$ cat config.mk
export PLATFORM = sky130hd
export DESIGN_NAME = cstl_top
export DESIGN_NICKNAME = d
export VERILOG_FILES = /design/src/hdl/cstl_pkg.sv /design/src/hdl/cstl_holdoff_if.sv /design/src/hdl/cstl_holdoff_timer.sv /design/src/hdl/cstl_top.sv
export SDC_FILE = /design/constraint.sdc
export NUM_CORES = 1
export LEC_CHECK = 0
export BUFFER_PORTS_ARGS = -buffer_cell sky130_fd_sc_hd__buf_2
export CORE_AREA = 2 2 135 137
export CTS_BUF_LIST = sky130_fd_sc_hd__clkbuf_16
export CTS_CLUSTER_DIAMETER = 200
export DETAILED_ROUTE_END_ITERATION = 7
export DIE_AREA = 0 0 137 139
export PLACE_DENSITY_LB_ADDON = 0.3
export SKIP_LAST_GASP = 1
export SYNTH_ARGS = -nofsm -noshare
export SYNTH_HDL_FRONTEND = slang
export SYNTH_HIERARCHICAL = 1
export SYNTH_SLANG_ARGS = --single-unit
$ cat constraint.sdc
create_clock -name i_sys_clk -period 13.61 [get_ports i_sys_clk]
set_input_delay 2.0415 -clock i_sys_clk [delete_from_list [all_inputs] [get_ports i_sys_clk]]
set_output_delay 2.0415 -clock i_sys_clk [all_outputs]
set_load 0.01 [all_outputs]
$ cat src/hdl/cstl_pkg.sv
// Constants for the current sense trim and limit block
package cstl_pkg;
  localparam logic [7:0] CSTL_ADDR_PRI_READING = 8'h13;
  localparam logic [7:0] CSTL_ADDR_SEC_RESULT = 8'h18;
  localparam logic [7:0] CSTL_ADDR_PRI_SETUP = 8'h22;
  localparam logic [7:0] CSTL_ADDR_GAIN = 8'h23;
  localparam logic [7:0] CSTL_ADDR_OFFSET = 8'h24;
  localparam logic [7:0] CSTL_ADDR_DIGITAL = 8'h25;
  localparam logic [7:0] CSTL_ADDR_LIMIT = 8'h26;
  localparam logic [7:0] CSTL_ADDR_STATUS = 8'h28;
  localparam logic [7:0] CSTL_REG_RESET = 8'h00;
  // Field positions
  localparam int CSTL_HOLDOFF_LSB = 5;
  localparam int CSTL_HOLDOFF_MSB = 7;
  localparam int CSTL_PRI_THR_MSB = 4;
  localparam int CSTL_RANGE_LSB = 6;
  localparam int CSTL_RANGE_MSB = 7;
  localparam int CSTL_GAIN_NEG_BIT = 5;
  localparam int CSTL_GAIN_MAG_MSB = 4;
  localparam int CSTL_HIGHSIDE_BIT = 7;
  localparam int CSTL_OFFS_NEG_BIT = 6;
  localparam int CSTL_OFFS_MAG_MSB = 5;
  localparam int CSTL_STAT_PRI_BIT = 0;
  localparam int CSTL_STAT_SEC_BIT = 1;
  // Secondary range codes; 2'h3 is reserved
  localparam logic [1:0] CSTL_RANGE_37MV = 2'h0;
  localparam logic [1:0] CSTL_RANGE_75MV = 2'h1;
  localparam logic [1:0] CSTL_RANGE_150MV = 2'h2;
  // Holdoff timing, ns per code, and the clock period in ps
  localparam int CSTL_CLK_PERIOD_PS = 8000;
  localparam int CSTL_HOLDOFF_NS [8] = '{0, 40, 80, 120, 200, 400, 600, 800};
  localparam int CSTL_HOLDOFF_CNT_W = 7;
  localparam int CSTL_HOLDOFF_CYC1 = (40 * 1000 + CSTL_CLK_PERIOD_PS - 1) / CSTL_CLK_PERIOD_PS;

  // Least time rounds up to whole cycles
  function automatic logic [CSTL_HOLDOFF_CNT_W-1:0] cstl_holdoff_cycles(input logic [2:0] code);
    int ns;
    ns = CSTL_HOLDOFF_NS[code];
    return CSTL_HOLDOFF_CNT_W'((ns * 1000 + CSTL_CLK_PERIOD_PS - 1) / CSTL_CLK_PERIOD_PS);
  endfunction
endpackage

$ cat src/hdl/cstl_holdoff_if.sv
// Signals between the top and the holdoff timer
`timescale 1ns/100ps
`default_nettype none
interface cstl_holdoff_if;
  logic cycle_start;
  logic [2:0] code;
  logic holdoff;
  modport ctrl (output cycle_start, output code, input holdoff);
  modport timer (input cycle_start, input code, output holdoff);
endinterface
`default_nettype wire

$ cat src/hdl/cstl_holdoff_timer.sv
// Primary quick limit holdoff timer
`timescale 1ns/100ps
`default_nettype none
module cstl_holdoff_timer
  import cstl_pkg::*;
(
  input wire logic i_sys_clk,
  input wire logic i_rst,
  cstl_holdoff_if.timer hif
);
  logic [CSTL_HOLDOFF_CNT_W-1:0] cnt_r, cnt_nxt;
  logic hold_r, hold_nxt;

  always_comb begin
    cnt_nxt = cnt_r;
    if (hif.cycle_start) begin
      cnt_nxt = cstl_holdoff_cycles(hif.code);
    end else if (cnt_r != '0) begin
      cnt_nxt = cnt_r - 1'b1;
    end
    hold_nxt = (cnt_nxt != '0);
  end

  always_ff @(posedge i_sys_clk or posedge i_rst) begin
    if (i_rst) begin
      cnt_r <= '0;
      hold_r <= 1'b0;
    end else begin
      cnt_r <= cnt_nxt;
      hold_r <= hold_nxt;
    end
  end

  assign hif.holdoff = hold_r;
endmodule // cstl_holdoff_timer
`default_nettype wire

$ cat src/hdl/cstl_top.sv
// Current sense trim registers and limit compare
// Operation
// - The quick holdoff output is raised after each cycle start for 0 to 800 ns by code; the primary flag is not gated by it.
// - The primary flag sets when the primary reading is strictly above the threshold.
// - The primary threshold is five bits, 0 to 31, steps of 43.125 mV, zero is zero.
// - A two-bit range code picks 37.5, 75 or 150 mV full scale.
// - Gain register bit 5 set gives negative gain correction, clear gives positive.
// - Gain register bits 4:0 give the gain correction magnitude.
// - Offset register bit 7 is one for high-side sensing, zero for low-side.
// - Offset register bit 6 set gives a negative offset, clear a positive one.
// - Offset register bits 5:0 give the common-mode offset magnitude.
// - An 8-bit digital trim adjusts the secondary result readable at 0x18.
// - The secondary flag sets when the result is strictly above the 8-bit limit.
`timescale 1ns/100ps
`default_nettype none
module cstl_top
  import cstl_pkg::*;
#(
  parameter int PRI_W = 5,
  parameter int SEC_W = 8
) (
  input wire logic i_sys_clk,
  input wire logic i_rst,
  input wire logic [7:0] i_reg_addr,
  input wire logic i_reg_wr,
  input wire logic [7:0] i_reg_wdata,
  input wire logic i_reg_rd,
  input wire logic i_cycle_start,
  input wire logic [PRI_W-1:0] i_primary_reading,
  input wire logic [SEC_W-1:0] i_secondary_raw,
  output logic [7:0] o_reg_rdata,
  output logic o_primary_over,
  output logic o_secondary_over,
  output logic o_quick_holdoff,
  output logic [1:0] o_secondary_range,
  output logic o_gain_negative,
  output logic [4:0] o_gain_magnitude,
  output logic o_highside,
  output logic o_offset_negative,
  output logic [5:0] o_offset_magnitude
);
  logic [7:0] pri_setup_r, pri_setup_nxt;
  logic [7:0] gain_r, gain_nxt;
  logic [7:0] offs_r, offs_nxt;
  logic [7:0] dig_r, dig_nxt;
  logic [7:0] lim_r, lim_nxt;
  logic [SEC_W-1:0] result_r, result_nxt;
  logic pri_over_r, pri_over_nxt;
  logic sec_over_r, sec_over_nxt;
  logic [7:0] rdata_r, rdata_nxt;
  logic [PRI_W-1:0] pri_thr;
  cstl_holdoff_if hif ();

  // Signed trim added to the raw reading, clipped at both ends
  function automatic logic [SEC_W-1:0] sat_adjust(input logic [SEC_W-1:0] raw,
                                                  input logic [7:0] adj);
    logic signed [SEC_W+1:0] sum;
    sum = $signed({2'b00, raw}) + (SEC_W+2)'($signed(adj));
    if (sum < 0) return '0;
    if (sum > $signed({2'b00, {SEC_W{1'b1}}})) return '1;
    return sum[SEC_W-1:0];
  endfunction

  // Threshold kept at code width; no sequencing versus trim is enforced here
  assign pri_thr = PRI_W'(pri_setup_r[CSTL_PRI_THR_MSB:0]);

  always_comb begin
    pri_setup_nxt = pri_setup_r;
    gain_nxt = gain_r;
    offs_nxt = offs_r;
    dig_nxt = dig_r;
    lim_nxt = lim_r;
    if (i_reg_wr) begin
      unique case (i_reg_addr)
        CSTL_ADDR_PRI_SETUP: pri_setup_nxt = i_reg_wdata;
        CSTL_ADDR_GAIN: gain_nxt = i_reg_wdata;
        CSTL_ADDR_OFFSET: offs_nxt = i_reg_wdata;
        CSTL_ADDR_DIGITAL: dig_nxt = i_reg_wdata;
        CSTL_ADDR_LIMIT: lim_nxt = i_reg_wdata;
        default: ;
      endcase
    end
  end

  always_comb begin
    result_nxt = sat_adjust(i_secondary_raw, dig_r);
    pri_over_nxt = (i_primary_reading > pri_thr);
    sec_over_nxt = (result_r > SEC_W'(lim_r));
  end

  always_comb begin
    rdata_nxt = rdata_r;
    if (i_reg_rd) begin
      unique case (i_reg_addr)
        CSTL_ADDR_PRI_READING: rdata_nxt = 8'(i_primary_reading);
        CSTL_ADDR_SEC_RESULT: rdata_nxt = 8'(result_r);
        CSTL_ADDR_PRI_SETUP: rdata_nxt = pri_setup_r;
        CSTL_ADDR_GAIN: rdata_nxt = gain_r;
        CSTL_ADDR_OFFSET: rdata_nxt = offs_r;
        CSTL_ADDR_DIGITAL: rdata_nxt = dig_r;
        CSTL_ADDR_LIMIT: rdata_nxt = lim_r;
        CSTL_ADDR_STATUS: begin
          rdata_nxt = 8'h00;
          rdata_nxt[CSTL_STAT_PRI_BIT] = pri_over_r;
          rdata_nxt[CSTL_STAT_SEC_BIT] = sec_over_r;
        end
        default: rdata_nxt = 8'h00;
      endcase
    end
  end

  always_ff @(posedge i_sys_clk or posedge i_rst) begin
    if (i_rst) begin
      pri_setup_r <= CSTL_REG_RESET;
      gain_r <= CSTL_REG_RESET;
      offs_r <= CSTL_REG_RESET;
      dig_r <= CSTL_REG_RESET;
      lim_r <= CSTL_REG_RESET;
    end else begin
      pri_setup_r <= pri_setup_nxt;
      gain_r <= gain_nxt;
      offs_r <= offs_nxt;
      dig_r <= dig_nxt;
      lim_r <= lim_nxt;
    end
  end

  // Compare stage; flags are live levels, so no clear path is needed
  always_ff @(posedge i_sys_clk or posedge i_rst) begin
    if (i_rst) begin
      result_r <= '0;
      pri_over_r <= 1'b0;
      sec_over_r <= 1'b0;
    end else begin
      result_r <= result_nxt;
      pri_over_r <= pri_over_nxt;
      sec_over_r <= sec_over_nxt;
    end
  end

  // Read data holds until the next read strobe
  always_ff @(posedge i_sys_clk or posedge i_rst) begin
    if (i_rst) begin
      rdata_r <= 8'h00;
    end else begin
      rdata_r <= rdata_nxt;
    end
  end

  assign hif.cycle_start = i_cycle_start;
  assign hif.code = pri_setup_r[CSTL_HOLDOFF_MSB:CSTL_HOLDOFF_LSB];

  cstl_holdoff_timer u_holdoff (
    .i_sys_clk(i_sys_clk),
    .i_rst(i_rst),
    .hif(hif.timer)
  );

  assign o_reg_rdata = rdata_r;
  assign o_primary_over = pri_over_r;
  assign o_secondary_over = sec_over_r;
  assign o_quick_holdoff = hif.holdoff;
  assign o_secondary_range = gain_r[CSTL_RANGE_MSB:CSTL_RANGE_LSB];
  assign o_gain_negative = gain_r[CSTL_GAIN_NEG_BIT];
  assign o_gain_magnitude = gain_r[CSTL_GAIN_MAG_MSB:0];
  assign o_highside = offs_r[CSTL_HIGHSIDE_BIT];
  assign o_offset_negative = offs_r[CSTL_OFFS_NEG_BIT];
  assign o_offset_magnitude = offs_r[CSTL_OFFS_MAG_MSB:0];
endmodule // cstl_top
`default_nettype wire

==> results of run 1 <==
==> cell usage in the layout, fill, tap and decap left out, types with 5 or more instances in the layout <==
cell type,Yosys,routed
a211o_1,5,5
a211oi_1,7,7
a21o_1,11,11
a21oi_1,34,34
a22o_1,7,7
a22oi_1,7,7
a31oi_1,10,10
and2_1,7,7
and3_1,8,8
buf_2,5,60
clkbuf_16,0,9
dfrtp_1,66,66
fa_1,11,11
ha_1,74,74
inv_1,67,66
mux2_2,43,43
mux2i_1,7,7
nand2_1,48,48
nand2b_1,10,10
nand3_1,14,14
nand4_1,8,8
nor2_1,51,51
nor2b_1,12,12
nor3_1,18,18
nor3b_1,6,6
nor4_1,9,9
o21a_1,5,5
o21ai_0,35,35
o21ai_1,6,6
o22ai_1,11,11
or3_1,5,5
xnor2_1,27,27
xor2_1,10,10
==> logic make-up after synthesis <==
| kind of cell | Yosys count |
|---|---|
| buffers and inverters | 86 |
| AO/OA/AOI/OAI | 202 |
| AND/OR/NAND/NOR | 234 |
| XOR/XNOR | 40 |
| flip-flops | 66 |
| adder cells (fa/ha/maj) | 85 |
| multiplexers | 53 |
==> layer usage <==
| metal | GRT usage | routed length (um) | vias to the layer above |
|---|---|---|---|
| li1 | - | - | 2945 |
| met1 | 0.258 | 8170 | 2894 |
| met2 | 0.321 | 8890 | 96 |
| met3 | 0.0278 | 511 | 20 |
| met4 | 0.0412 | 172 | 0 |
| met5 | 0 | 0 | - |
==> sequential cells by signal (all words and copies together) (netlist names) <==
| signal | flops |
|---|---|
| dig_r | 8 |
| gain_r | 8 |
| lim_r | 8 |
| o_primary_over | 1 |
| o_reg_rdata | 8 |
| o_secondary_over | 1 |
| offs_r | 8 |
| pri_setup_r | 8 |
| result_r | 8 |
| u_holdoff/cnt_r | 7 |
| u_holdoff/hif.holdoff | 1 |
==> cell type report <==
class | count | area share
timing repair buffer | 63 | 0.0420
inverter | 68 | 0.0332
clock buffer | 9 | 0.0293
multi-input combinational | 614 | 0.637
clock inverter | 7 | 0.00683
tap | 229 | 0.0373
sequential | 66 | 0.215
==> power by group <==
part	internal (mW)	total [mW]	switching (mW)
registers	0.217	0.238	0.0203
logic	0.0943	0.229	0.134
clock network	0.124	0.217	0.0930
==> worst min-delay path by stage <==
stage                                    start                    endpoint  slack, ps
global route        o_reg_rdata[4]$_DFFE_PP0P_  o_reg_rdata[4]$_DFFE_PP0P_        520
detailed placement        lim_r[5]$_DFFE_PP0P_        lim_r[5]$_DFFE_PP0P_        490
finish                    lim_r[7]$_DFFE_PP0P_        lim_r[7]$_DFFE_PP0P_        510
global placement    o_reg_rdata[6]$_DFFE_PP0P_  o_reg_rdata[6]$_DFFE_PP0P_        490
CTS                 o_reg_rdata[4]$_DFFE_PP0P_  o_reg_rdata[4]$_DFFE_PP0P_        510
floorplan                 lim_r[5]$_DFFE_PP0P_        lim_r[5]$_DFFE_PP0P_        480
==> worst reg2reg max path, delay by kind of cell (launching register included) <==
| kind | cells | cell delay (ps) |
|---|---|---|
| muxes | 3 | 960 |
| buffers and inverters | 3 | 310 |
| adders and majority gates | 7 | 2580 |
| DFF | 1 | 750 |
| and+or+nand+nor | 11 | 3010 |
| xor gates and xnor gates | 1 | 200 |
| AOI/OAI and AO/OA | 7 | 1950 |
==> metrics.md, run 1 <==
| Metric | Value |
|---|---|
| Status | `finished clean` |
| Crit path to | `u_holdoff/cnt_r[1]$_DFF_PP0_` |
| Layout cell share with drive strength beyond 1 | `0.191` |
| Clk_lat worst skew | `340 ps` |
| Critical path type | `register to register` |
| Finish-stage setup viols | `0` |
| Final wirelength | `17800 um` |
| Post-route ant nets | `0` |
| Core box area | `around 0.018 mm^2` |
| Final GP Congestion | `between 0.8 and 0.9` |
| Vias in the first global route | `5785` |
| CP required | `13820 ps` |
| Area grow syn2layout | `11.7%` |
| Die W | `137 um` |
| Final setup TNS | `0 ps` |
| Total power | `0.683 mW` |
| Critical R2R Capture | `u_holdoff/cnt_r[1]$_DFF_PP0_` |
| Synth cell types | `96` |
| Relative slew slack | `0.502` |
| Util after Layout | `0.435` |
| Final Skew | `6.45 ps` |
| Post-DP HPWL | `13900 um` |
| Average cell area after synthesis | `8.98 um^2` |
| I/O Buffers | `60` |
| Root buffer cell | `clkbuf_16` |
| Setup crit start kind | `register` |
| DP Cell Count | `1040` |
| Cell taking the most area after synthesis | `dfrtp_1` |
| Crit path depth | `32` |
| Mapped Area | `0.00688 mm^2` |
| Total gr overflow | `0` |
| Design area | `0.00769 mm^2` |
| #FFs+latches synth | `66` |
| Count leader, synth | `ha_1` |
| Hold path cells | `1` |
| Crit path arrival time | `10090 ps` |
| CP delay by family, top | `simple AND/OR/NAND/NOR gates` |
| Async SR Flop Fraction | `1.00` |
| DRT iter0 DRCs | `420` |
| DP Area | `0.00741 mm^2` |
| Routed vias/inst | `5.64` |
| Synth Area in Adders | `0.167` |
| Die height | `approximately 140 um` |
| CTS tree | `built` |
| Hold Vio Cnt, Final | `0` |
| Maximum vdd drop | `0.0000662 V` |
| R2R setup slack | `~3700 ps` |
| Area of the die | `0.0190 mm^2` |
| XOR/XNOR Fraction of Synth Area | `0.0542` |
| Hold_ws | `507 ps` |
| Synth top area share | `0.240` |
| Path depth of the worst reg2reg path | `32` |
| Max-Cap Viols | `0` |
| Crit end category | `register` |
| RSZ-0062 raised after global routing | `false` |
| CTS Hold Bufs | `0` |
| Place WS | `3820 ps` |
| Pin count of the biggest net entering global routing | `59` |
| CTS clk-pin slew, worst paths | `60 ps` |
| First-pass iteration count of the detailed router | `5` |
| WP buf/inv | `3` |
| ANT cells | `0` |
| Sequential cell area fraction in the yosys report | `0.240` |
| Cell count after synthesis | `766` |
| Max Fclk | `101 MHz` |
| Slowest cell delay on critical path | `750 ps` |
| Cell mode on critical path | `ha_1` |
| Final #Nets | `941` |
| Post_cts resized | `0` |
| Tot GR Track Use | `0.191` |
| Yosys warns | `6` |
| Post-synthesis mux area share | `0.0869` |
| Post-synth top cells | `74 x ha_1, 67 x inv_1, 66 x dfrtp_1` |
| Synth area leaders | `dfrtp_1 24%, ha_1 13%, mux2_2 7.0%` |
| Power Dens Cells | `88.9 mW/mm^2` |
| Final Cycle Share | `0.727` |
| Static Leak | `about 3.7 nW` |
| Launching point of the worst reg2reg path | `pri_setup_r[7]$_DFFE_PP0P_` |
| Number of synthesized flops with an enable pin | `0` |
| CP Max Fanout | `21` |
| Tmin final | `between 9000 and 10000 ps` |
| Worst-Margin Slew | `747 ps` |
| Clk sinks | `66` |
| Main synth FF type | `dfrtp_1` |
| Syn Nets | `885` |
| Synth Area in Simple Gates | `0.195` |
| Main combinational cell family by area after synthesis | `compound AO/OA/AOI/OAI gates` |
| Register area | `about 0.0017 mm^2` |
| Fill cell count | `1769` |
| Wire length of the first global-routing pass | `29400 um` |
| CP startpoint | `pri_setup_r[7]$_DFFE_PP0P_` |
| Total clock buffers created by CTS | `9` |
| Setup repair bufs after CTS | `0` |
| Via count | `between 5000 and 6000` |
| Area occupied by multi-input gates | `0.00489 mm^2` |
| Initial Util | `0.390` |
| Finished Layout Cells | `1056` |
| Synth Area in Compound Gates | `0.209` |
| Slew Limit Fails | `0` |
| FP Rows | `a little under 50` |
| Antenna violations before repair | `0` |
| DR WL/cell | `16.8 um` |
| Clk buf depth | `2` |
| # IOs | `61` |
| H-Tree Level Count | `3` |
| Worst min-delay path class | `register to register` |
| Setup WS post-layout | `around 3700 ps` |
| Slowest CP cell | `dfrtp_1` |
| DRC | `0` |
Note: power is estimated with default switching activity, not from simulation.
==> run 2, diff against run 1 <==
==> constraint.sdc (replaced) <==
create_clock -name i_sys_clk -period 9.8 [get_ports i_sys_clk]
set_input_delay 1.47 -clock i_sys_clk [delete_from_list [all_inputs] [get_ports i_sys_clk]]
set_output_delay 1.47 -clock i_sys_clk [all_outputs]
set_load 0.01 [all_outputs]
==> metrics.md, run 2 (synthesis results as in run 1) <==
| Metric | Value |
|---|---|
| CP Max Fanout | `10 (was 21)` |
| Wire length of the first global-routing pass | `29100 um (was 29400 um)` |
| Maximum vdd drop | `0.0000977 V (was 0.0000662 V)` |
| Slew Limit Fails | `0 (unchanged)` |
| GR Layer Usage met3 | `0.0260 (was 0.0278)` |
| DRT iter0 DRCs | `369 (was 420)` |
| CP startpoint | `pri_setup_r[6]$_DFFE_PP0P_ (was pri_setup_r[7]$_DFFE_PP0P_)` |
| H-Tree Level Count | `3 (unchanged)` |
| Max-Cap Viols | `0 (unchanged)` |
| Final GP Congestion | `0.837 (was 0.853)` |
| Commonest non-fill, non-tap cell in the layout | `ha_1 (unchanged)` |
| Total clock buffers created by CTS | `9 (unchanged)` |
| Final Cycle Share | `0.950 (was 0.727)` |
| Crit path depth | `34 (was 32)` |
| ANT cells | `0 (unchanged)` |
| Final Skew | `4.65 ps (was 6.45 ps)` |
| CTS tree | `built (unchanged)` |
| Crit path arrival time | `9520 ps (was 10090 ps)` |
| Post-DP HPWL | `14000 um (was 13900 um)` |
| I/O Buffers | `60 (unchanged)` |
| Total power | `1.00 mW (was 0.683 mW)` |
| Slowest CP cell | `or4b_1 (was dfrtp_1)` |
| First-pass iteration count of the detailed router | `5 (unchanged)` |
| CP delay by family, top | `simple AND/OR/NAND/NOR gates (unchanged)` |
| Max Fclk | `107 MHz (was 101 MHz)` |
| Crit end category | `register (unchanged)` |
| Tot GR Track Use | `0.188 (was 0.191)` |
| Setup crit start kind | `register (unchanged)` |
| Clk_lat worst skew | `330 ps (was 340 ps)` |
| FP Rows | `49 (unchanged)` |
| Critical R2R Capture | `u_holdoff/cnt_r[1]$_DFF_PP0_ (unchanged)` |
| Core box area | `0.0177 mm^2 (unchanged)` |
| Antenna violations before repair | `0 (unchanged)` |
| Pin count of the biggest net entering global routing | `59 (unchanged)` |
| Initial Util | `0.390 (unchanged)` |
| Layout cell share with drive strength beyond 1 | `0.214 (was 0.191)` |
| Finish-stage setup viols | `0 (unchanged)` |
| Static Leak | `3.74 nW (was 3.66 nW)` |
| DP Area | `0.00747 mm^2 (was 0.00741 mm^2)` |
| Place WS | `174 ps (was 3820 ps)` |
| DRC | `0 (unchanged)` |
| CP required | `10010 ps (was 13820 ps)` |
| Cell mode on critical path | `ha_1 (unchanged)` |
| Power Dens Cells | `127 mW/mm^2 (was 88.9 mW/mm^2)` |
| Area of the die | `0.0190 mm^2 (unchanged)` |
| Die height | `139 um (unchanged)` |
| Path depth of the worst reg2reg path | `34 (was 32)` |
| Hold Vio Cnt, Final | `0 (unchanged)` |
| Via count | `5979 (was 5955)` |
| Final #Nets | `949 (was 941)` |
| GRT Max-Usage Layer | `met2 (unchanged)` |
| Die W | `137 um (unchanged)` |
| Post-route ant nets | `0 (unchanged)` |
| # IOs | `61 (unchanged)` |
| Design area | `0.00788 mm^2 (was 0.00769 mm^2)` |
| Root buffer cell | `clkbuf_16 (unchanged)` |
| Critical path type | `register to register (unchanged)` |
| Most frequent cells in the layout | `74 x ha_1, 66 x inv_1, 64 x dfrtp_1 (was 74 x ha_1, 66 x inv_1, 66 x dfrtp_1)` |
| Clk buf depth | `2 (unchanged)` |
| Met1 GRT Util | `0.258 (about the same)` |
| WP buf/inv | `2 (was 3)` |
| Area grow syn2layout | `14.5% (was 11.7%)` |
| Worst-Margin Slew | `740 ps (was 747 ps)` |
| Relative slew slack | `0.507 (was 0.502)` |
| Total gr overflow | `0 (unchanged)` |
| Crit path to | `u_holdoff/cnt_r[1]$_DFF_PP0_ (unchanged)` |
| Tmin final | `9310 ps (was 9890 ps)` |
| Met2 usage | `0.316 (was 0.321)` |
| CTS clk-pin slew, worst paths | `60 ps (about the same)` |
| Worst min-delay path class | `register to register (unchanged)` |
| DR WL/cell | `16.6 um (was 16.8 um)` |
| Status | `finished clean (unchanged)` |
| Launching point of the worst reg2reg path | `pri_setup_r[6]$_DFFE_PP0P_ (was pri_setup_r[7]$_DFFE_PP0P_)` |
| Routed vias/inst | `5.62 (was 5.64)` |
| Vias in the first global route | `5764 (was 5785)` |
| Final wirelength | `17700 um (was 17800 um)` |
| R2R setup slack | `490 ps (was 3720 ps)` |
| Clk sinks | `66 (unchanged)` |
| Slowest cell delay on critical path | `550 ps (was 750 ps)` |
| Setup WS post-layout | `489 ps (was 3720 ps)` |
==> run 2: changes by cell type in the layout (fill, tap and decap cells not counted), sizes merged <==
cell,delta
buf,+8
clkinvlp,-4
clkinv,+3
bufinv,+2
inv,-1
==> run 2: per-stage QoR <==
step / util / cells / TNS (ps) / hold WS [ps]
global placement: 0.423 / 1048 / 0 / 487
global route: 0.446 / 1064 / -14.4 / 526
finish: 0.446 / 1064 / 0 / 502
CTS: 0.442 / 1064 / 0 / 506
floorplan: - / 766 / 0 / 479
detailed placement: 0.423 / 1048 / 0 / 492
==> run 2: where the power goes <==
group	internal, mW	total (mW)	switching [mW]
logic	0.133	0.320	0.187
clock network	0.225	0.354	0.128
registers	0.302	0.330	0.0283
total	0.660	1.00	0.344
==> run 2: cell type report <==
cell class / instances / area, um^2
inverter: 68 / 255
sequential: 66 / 1650
clock inverter: 7 / 103
timing repair buffer: 71 / 383
fill: 1750 / 9780
multi-input combinational: 614 / 4970
clock buffer: 9 / 225
tap: 229 / 287
==> run 2: worst min path at each step <==
| stage | cells past startpoint | to | from | slack (ps) |
|---|---|---|---|---|
| floorplan | 1 | lim_r[5]$_DFFE_PP0P_ | lim_r[5]$_DFFE_PP0P_ | 480 |
| global placement | 1 | pri_setup_r[2]$_DFFE_PP0P_ | pri_setup_r[2]$_DFFE_PP0P_ | 490 |
| detailed placement | 1 | o_reg_rdata[4]$_DFFE_PP0P_ | o_reg_rdata[4]$_DFFE_PP0P_ | 490 |
| CTS | 1 | o_reg_rdata[4]$_DFFE_PP0P_ | o_reg_rdata[4]$_DFFE_PP0P_ | 510 |
| global route | 1 | o_reg_rdata[4]$_DFFE_PP0P_ | o_reg_rdata[4]$_DFFE_PP0P_ | 530 |
| finish | 1 | o_reg_rdata[4]$_DFFE_PP0P_ | o_reg_rdata[4]$_DFFE_PP0P_ | 500 |
==> run 2: timing repair <==
item                                    CTS  global route
buffers inserted                          0             0
endpoints found under the setup margin    0             3
gates resized for setup                   0            15
hold buffers                              0             0
==> run 2: per-layer routing <==
metal | wire [um] | part of all wire
met3 | 494 | 0.028
met2 | 8720 | 0.49
met1 | 8310 | 0.47
met4 | 181 | 0.010
met5 | 0 | 0
